===== config.mk =====
export PLATFORM = sky130hd
export DESIGN_NAME = pfac_ctrl
export DESIGN_NICKNAME = d
export VERILOG_FILES = /design/src/pfac_pkg.sv /design/src/pfac_sync.sv /design/src/pfac_ctrl.sv
export SDC_FILE = /design/constraint.sdc
export NUM_CORES = 1
export LEC_CHECK = 0
export ABC_CLOCK_PERIOD_IN_PS = 2200
export BUFFER_PORTS_ARGS = -buffer_cell sky130_fd_sc_hd__buf_2
export CAP_MARGIN = 20
export CORE_ASPECT_RATIO = 1.25
export CORE_MARGIN = 1
export CORE_UTILIZATION = 56
export DETAILED_ROUTE_END_ITERATION = 10
export GPL_TIMING_DRIVEN = 0
export HOLD_SLACK_MARGIN = 0.15
export PLACE_DENSITY = 0.87
export SETUP_SLACK_MARGIN = 0.2
export SYNTH_ARGS = -nofsm -noshare
export SYNTH_HDL_FRONTEND = slang
export SYNTH_HIERARCHICAL = 1
export SYNTH_SLANG_ARGS = --single-unit

===== constraint.sdc =====
create_clock -name clk_sys_i -period 2.2 [get_ports clk_sys_i]
set_clock_uncertainty 0.15 [all_clocks]
set_input_delay 0.33 -clock clk_sys_i [delete_from_list [all_inputs] [get_ports clk_sys_i]]
set_output_delay 0.33 -clock clk_sys_i [all_outputs]
set_load 0.05 [all_outputs]

===== src/pfac_pkg.sv =====
/*
 * Shared constants and carriers for the pulse and fault control block.
 * Assumes a single 200 MHz system clock; all analog decisions arrive as
 * single-bit comparator levels.
 */
package pfac_pkg;

    // ------------------------------------------------------------------
    // Timing
    // ------------------------------------------------------------------
    localparam int unsigned CLK_FREQ_HZ      = 200_000_000;
    localparam int unsigned MASK_TIME_NS     = 220;  // spike_mask_time
    localparam int unsigned FAULT_BLANK_US   = 5;
    // Least times round up to whole cycles
    localparam int unsigned MASK_CYCLES      =
        (MASK_TIME_NS * (CLK_FREQ_HZ / 1_000_000) + 999) / 1000;
    localparam int unsigned FAULT_BLANK_CYC  =
        FAULT_BLANK_US * (CLK_FREQ_HZ / 1_000_000);

    // ------------------------------------------------------------------
    // Reset values
    // ------------------------------------------------------------------
    localparam logic PULSE_RST = 1'b0;
    localparam logic FAULT_RST = 1'b0;
    localparam logic OV_EN_RST = 1'b1;

    // ------------------------------------------------------------------
    // Supply states, Gray coded along power-up, run, fault, power-down
    // ------------------------------------------------------------------
    typedef enum logic [1:0] {
        PFAC_OFF   = 2'b00,
        PFAC_START = 2'b01,
        PFAC_RUN   = 2'b11,
        PFAC_FAULT = 2'b10
    } pfac_state_type;

    // ------------------------------------------------------------------
    // Comparator carrier
    // ------------------------------------------------------------------
    typedef struct packed {
        logic sense_amplifier;        // Amplified current above feedback
        logic slow_ramp_limit;        // Soft-start below feedback
        logic current_limit;          // Dynamic trip level exceeded
        logic overload_cmp;           // feedback_pin above 4.8 V
        logic ramp_done_cmp;          // slow_ramp_pin above 5.3 V
        logic ramp_ov_window_cmp;     // slow_ramp_pin above 4.0 V
        logic supply_overvoltage_cmp; // Supply above 16.5 V
        logic over_temp;              // Junction above 140 C
        logic supply_turn_on_level;   // Supply reached 13.5 V
        logic supply_turn_off_level;  // Supply below 8.5 V
        logic max_duty_end;           // Oscillator duty limit point
    } pfac_cmp_type;

endpackage : pfac_pkg


===== src/pfac_sync.sv =====
/*
 * Two-flop synchroniser for a vector of comparator levels.
 * Assumes inputs are levels; the first stage feeds only the second.
 */
`timescale 1ns/1ps
module pfac_sync
    import pfac_pkg::*;
#(
    parameter int WIDTH = 11
)(
    input  wire logic             clk_sys_i,
    input  wire logic             rst_i,
    input  wire logic [WIDTH-1:0] async_i,
    output logic      [WIDTH-1:0] sync_o
);

    logic [WIDTH-1:0] meta_reg;
    logic [WIDTH-1:0] meta_next;
    logic [WIDTH-1:0] sync_reg;
    logic [WIDTH-1:0] sync_next;

    // Next values
    always_comb
    begin
        meta_next = async_i;
        sync_next = meta_reg;
    end

    // Registers
    always_ff @(posedge clk_sys_i or posedge rst_i)
    begin
        if (rst_i)
        begin
            meta_reg <= '0;
            sync_reg <= '0;
        end
        else
        begin
            meta_reg <= meta_next;
            sync_reg <= sync_next;
        end
    end

    assign sync_o = sync_reg;

endmodule : pfac_sync


===== src/pfac_ctrl.sv =====
/*
 * Pulse latch, fault latch and auto-restart control of an off-line
 * current-mode converter controller.
 * Assumes analog comparators deliver levels and the oscillator a set
 * pulse; all are synchronised here to the 200 MHz system clock.
 */
//
// Contract
// - Ignore current limit for 220 ns after each turn-on
// - Current trip level falls with steeper slope (analog, delivered as input)
// - Oscillator pulse sets the pulse latch, starting conduction
// - Latch cleared by sense amp, soft-start, limit, overload or fault
// - Clearing the latch turns the gate drive off at once
// - Gate drive held low below supply turn-off level
// - Faults set the fault latch only after persisting 5 us
// - Overload detection disabled until slow ramp exceeds 5.3 V
// - After soft-start, feedback above 4.8 V sets the fault latch
// - With fault, stay off until 8.5 V, then discharge the slow ramp
// - At 13.5 V the power-up reset clears the fault, new soft-start
// - Overvoltage watch only in first soft-start, stops at 4.0 V and 4.8 V
// - Supply above 16.5 V during the watch sets the fault latch
// - Over-temperature sets the fault latch, entering auto-restart
// - Pulse ends at the oscillator's 0.72 duty limit point
// - Soft-start comparator clears the latch while ramp below feedback
`timescale 1ns/1ps
module pfac_ctrl
    import pfac_pkg::*;
#(
    parameter int MASK_CYC  = MASK_CYCLES,
    parameter int BLANK_CYC = FAULT_BLANK_CYC
)(
    input  wire logic         clk_sys_i,
    input  wire logic         rst_i,
    input  wire logic         osc_set_i,
    input  wire pfac_cmp_type cmp_i,
    output logic              gate_drive_o,
    output logic              ramp_discharge_switch_o,
    output logic              fault_latched_o,
    output logic              ov_watch_o,
    output logic              active_o
);

    // ------------------------------------------------------------------
    // Input synchronisation
    // ------------------------------------------------------------------
    localparam int NCMP = $bits(pfac_cmp_type);
    localparam int MW   = $clog2(MASK_CYC + 1);
    localparam int BW   = $clog2(BLANK_CYC + 1);

    logic [NCMP:0] sync_vec;
    pfac_cmp_type  cmp;
    logic          osc_set;

    // Comparator and oscillator levels into the clock domain
    pfac_sync #(
        .WIDTH (NCMP + 1)
    ) u_sync (
        .clk_sys_i (clk_sys_i),
        .rst_i     (rst_i),
        .async_i   ({osc_set_i, cmp_i}),
        .sync_o    (sync_vec)
    );

    assign cmp     = pfac_cmp_type'(sync_vec[NCMP-1:0]);
    assign osc_set = sync_vec[NCMP];

    // ------------------------------------------------------------------
    // State
    // ------------------------------------------------------------------
    pfac_state_type state_reg,  state_next;
    logic           pulse_reg,  pulse_next;
    logic           fault_reg,  fault_next;
    logic           ov_en_reg,  ov_en_next;
    logic           osc_d_reg,  osc_d_next;
    logic [MW-1:0]  mask_reg,   mask_next;
    logic [BW-1:0]  blank_reg,  blank_next;

    logic osc_rise;
    logic fault_cond;
    logic reset_src;
    logic running;
    logic overload_and_gate;
    logic overvoltage_and_gate;

    // Protection decisions
    always_comb
    begin
        running  = (state_reg == PFAC_START) || (state_reg == PFAC_RUN);
        osc_rise = osc_set && !osc_d_reg;
        overload_and_gate    = cmp.ramp_done_cmp && cmp.overload_cmp;
        overvoltage_and_gate = ov_en_reg &&
                               cmp.supply_overvoltage_cmp;
        fault_cond = running && (overload_and_gate ||
                     overvoltage_and_gate || cmp.over_temp);
        reset_src  = cmp.sense_amplifier || cmp.slow_ramp_limit ||
                     (cmp.current_limit && (mask_reg == '0)) ||
                     cmp.overload_cmp || fault_reg ||
                     cmp.max_duty_end;
    end

    // Next values of supply state, latches and counters
    always_comb
    begin
        state_next = state_reg;
        pulse_next = pulse_reg;
        fault_next = fault_reg;
        ov_en_next = ov_en_reg;
        osc_d_next = osc_set;
        mask_next  = mask_reg;
        blank_next = blank_reg;

        // Supply lockout sequencing
        case (state_reg)
            PFAC_OFF:
            begin
                if (cmp.supply_turn_on_level && !cmp.supply_turn_off_level)
                begin
                    state_next = PFAC_START;
                    fault_next = 1'b0;
                end
            end
            PFAC_START:
            begin
                if (cmp.ramp_done_cmp)
                    state_next = PFAC_RUN;
            end
            PFAC_RUN:
            begin
                if (fault_reg)
                    state_next = PFAC_FAULT;
            end
            PFAC_FAULT:
            begin
                state_next = PFAC_FAULT;
            end
            default:
            begin
                state_next = PFAC_OFF;
            end
        endcase
        if (state_reg != PFAC_OFF && cmp.supply_turn_off_level)
            state_next = PFAC_OFF;
        else if (state_reg == PFAC_START && fault_reg)
            state_next = PFAC_FAULT;

        // Overvoltage watch closes for good once slow ramp exceeds 4.0 V with feedback above 4.8 V
        if (cmp.ramp_ov_window_cmp && cmp.overload_cmp)
            ov_en_next = 1'b0;

        // Fault blanking counter
        if (fault_cond && !fault_reg)
        begin
            if (blank_reg == BW'(BLANK_CYC - 1))
            begin
                fault_next = 1'b1;
                blank_next = '0;
            end
            else
                blank_next = blank_reg + 1'b1;
        end
        else
            blank_next = '0;

        // Pulse latch: low supply, inactivity and fault beat set; other clears act on a set latch only
        if (mask_reg != '0)
            mask_next = mask_reg - 1'b1;
        if (!running || cmp.supply_turn_off_level)
            pulse_next = 1'b0;
        else if (pulse_reg && reset_src)
            pulse_next = 1'b0;
        else if (osc_rise && !fault_reg)
        begin
            pulse_next = 1'b1;
            mask_next  = MW'(MASK_CYC);
        end
    end

    // Registers
    always_ff @(posedge clk_sys_i or posedge rst_i)
    begin
        if (rst_i)
        begin
            state_reg <= PFAC_OFF;
            pulse_reg <= PULSE_RST;
            fault_reg <= FAULT_RST;
            ov_en_reg <= OV_EN_RST;
            osc_d_reg <= 1'b0;
            mask_reg  <= '0;
            blank_reg <= '0;
        end
        else
        begin
            state_reg <= state_next;
            pulse_reg <= pulse_next;
            fault_reg <= fault_next;
            ov_en_reg <= ov_en_next;
            osc_d_reg <= osc_d_next;
            mask_reg  <= mask_next;
            blank_reg <= blank_next;
        end
    end

    // ------------------------------------------------------------------
    // Outputs
    // ------------------------------------------------------------------
    assign gate_drive_o            = pulse_reg;
    assign ramp_discharge_switch_o = (state_reg == PFAC_OFF);
    assign fault_latched_o         = fault_reg;
    assign ov_watch_o              = ov_en_reg;
    assign active_o                = running;

endmodule : pfac_ctrl


==> out/results.txt <==
status - completed
Routed wire per std cell - 15.9 um
DR DRC count - 0
vias in the first global route - 1235
Critical R2R Capture - mask_reg[4]
Initial DRC Count - 9
crit start category - register
core box area - 0.00276 sq mm
first-pass GRT wire length - 5560 um
Worst Tran Pin Value - 0.851 ns
Initial Util - 0.607
Worst-path clk slew - 0.12 ns
Cell variety after synth - 32
Setup Total Neg Slack - 0 ns
maximum vdd drop - 0.773 mV
Max-Slew Margin vs Limit - 0.432
CTS max path bufs - 2
GPL Wtd Cong - 0.827
Routed WL - 3230 um
All-Layer GR Usage - 0.243
final number of setup-violating endpoints - 0
max-slew violation count - 0
CTS Sinks - 46
fraction of layout cells with a size suffix above 1 - 0.195
Die Width - 50.9 um
CP max FO - 6
Post-Syn Area - 0.00168 sq mm
syn nets - 146
register area share after synthesis - 0.688
ranking of synthesized cells by area - dfrtp_1, xnor2_1, nor2_1, ha_1, xor2_1
#FFs+latches synth - 46
r2r startpoint - u_sync/sync_o[1]
syn_area_per_cell - 13.0 sq um
Layout area overhead - 21.5%
hpwl dp - 1790 um
Routed Antenna Nets - 0
# rows - 21
max-cap viol count - 0
HP Start - u_sync/meta_reg[5]
ant diodes - 0
Achievable Freq - 0.523 GHz
Worst Reg-to-Reg Cells - 4
RSZ-0062 raised after global routing - no
R2R Setup Slk - 0.29 ns
Skew-Pair Late Insertion Delay - 0.35 ns
total number of vias - 1080
cell taking the most area after synthesis - dfrtp_1
CTS tree - built
Fin. Hold Viols - 0
CP Capture Type - register
nets - 185
antenna violations before repair - 0
Worst Path Required - 2.29 ns
pwr/cell area - 903 mW/mm^2
Total Die Area - 0.00322 sq mm
DRT Pass-1 Iters - 4
IO Count - 19
hold depth - 0
post-synth top area share - 0.672
grt ovf - 0
largest net degree at the start of global routing - 25
period utilisation layout - 0.869
total CTS buffers - 5
worst path cell trace - nand2b_1, or4b_4, a221o_2, and3_1
Setup CP Type - register to register
H-tree depth - 2
CP Data Arrival Time - 2.00 ns
Synthesis Warnings - 6
WHS Endpoint - u_sync/sync_o[5]
fin crit period - 1.91 ns
Chip Height - 63.2 um
IO Port Bufs - 18
Static Leak - 0.000922 uW
Post-Syn Instances - 129
via-per-instance ratio - 5.32
most common cell after layout, fill and taps aside - dfrtp_1
Worst path slowest cell - or4b_4
Power Total - 1840 uW
worst min path class - register to register
CTS root buf - clkbuf_4
most frequent cells in the layout - dfrtp_1, buf_2, nor2_1
CP max stage delay - 0.50 ns
[worst max-delay path by stage]
stage | cells after the start | slack (ns) | from | to
global route | 4 | 0.20 | u_sync/sync_o[1] | mask_reg[4]
CTS | 4 | 0.30 | mask_reg[3] | mask_reg[4]
floorplan | 3 | 0.26 | fault_latched_o | mask_reg[4]
detailed placement | 4 | 0.32 | state_reg[0] | mask_reg[4]
global placement | 4 | 0.38 | u_sync/sync_o[1] | mask_reg[4]
finish | 4 | 0.29 | u_sync/sync_o[1] | mask_reg[4]
[cell families (layout without fill, tap and decap cells)]
family / after synthesis / after routing / share of synthesized area
buffers and inverters: 8 / 48 / 0.0209
xor gates and xnor gates: 13 / 13 / 0.0680
and+or+nand+nor: 46 / 46 / 0.143
AOI/OAI and AO/OA: 12 / 12 / 0.0515
adders and majority gates: 3 / 3 / 0.0224
DFF: 46 / 46 / 0.688
muxes: 1 / 1 / 0.00597
[where the power goes]
| group | internal [uW] | switching, uW | total [uW] |
|---|---|---|---|
| combinational | 165 | 164 | 328 |
| clock | 240 | 256 | 495 |
| sequential | 936 | 78.4 | 1010 |
[metal layers]
metal,routed length (um),track usage
met3,135,0.0628
met2,1730,0.413
met5,0,0
met1,1240,0.274
met4,125,0.128
[area by class of cell]
class | count | area, sq um
Buffer | 2 | 12.5
Clock inverter | 2 | 37.5
Clock buffer | 6 | 41.3
Multi-Input combinational cell | 75 | 498
Tap cell | 34 | 42.5
Sequential cell | 46 | 1150
Fill cell | 166 | 723
Inverter | 6 | 22.5
Timing Repair Buffer | 32 | 228
[repair_timing]
action | in CTS | in global routing
hold endpoints to repair | 57 | 0
hold buffers | 13 | 0
setup endpoints to repair | 0 | 1
buffers inserted | 0 | 1
resized for setup | 0 | 3
[synthesized netlist by cell type]
master         instances
mux2i_1                1
a221o_2                1
and2_1                 2
nand2b_1               2
dlygate4sd1_1          1
or3b_2                 1
o21ai_0                5
xnor2_1                9
a221o_1                1
and3_1                 2
nand2_1                9
nor2_1                14
inv_1                  6
a211o_2                1
or3_1                  1
nor3b_1                1
nand3b_1               3
ha_1                   3
clkbuf_1               1
nand3_1                1
o31ai_1                1
o211a_1                1
or4b_1                 1
dfrtp_1               45
a21oi_1                1
nor3b_2                1
and2_0                 1
a21boi_0               1
xor2_1                 4
dfstp_2                1
nand4_1                2
nor3_1                 5
[worst max-delay path: cells and delay by family (launching register included)]
family / cells / cell delay, ns
AOI/OAI and AO/OA: 1 / 0.36
and+or+nand+nor: 3 / 0.88
DFF: 1 / 0.42
[through the flow]
| stage | hold slack, ns | instance area (sq um) | worst slack [ns] | utilization | cells |
|---|---|---|---|---|---|
| 2_1_floorplan | 0.168 | 1680 | 0.262 | - | 129 |
| 3_3_place_gp | 0.182 | 1810 | 0.379 | 0.655 | 181 |
| 3_5_place_dp | 0.185 | 1810 | 0.317 | 0.655 | 181 |
| 4_1_cts | 0.213 | 2020 | 0.296 | 0.731 | 202 |
| 5_1_grt | 0.229 | 2040 | 0.204 | 0.738 | 203 |
| 6_report | 0.212 | 2040 | 0.289 | 0.738 | 203 |
Note: power is estimated with default switching activity, not from simulation.
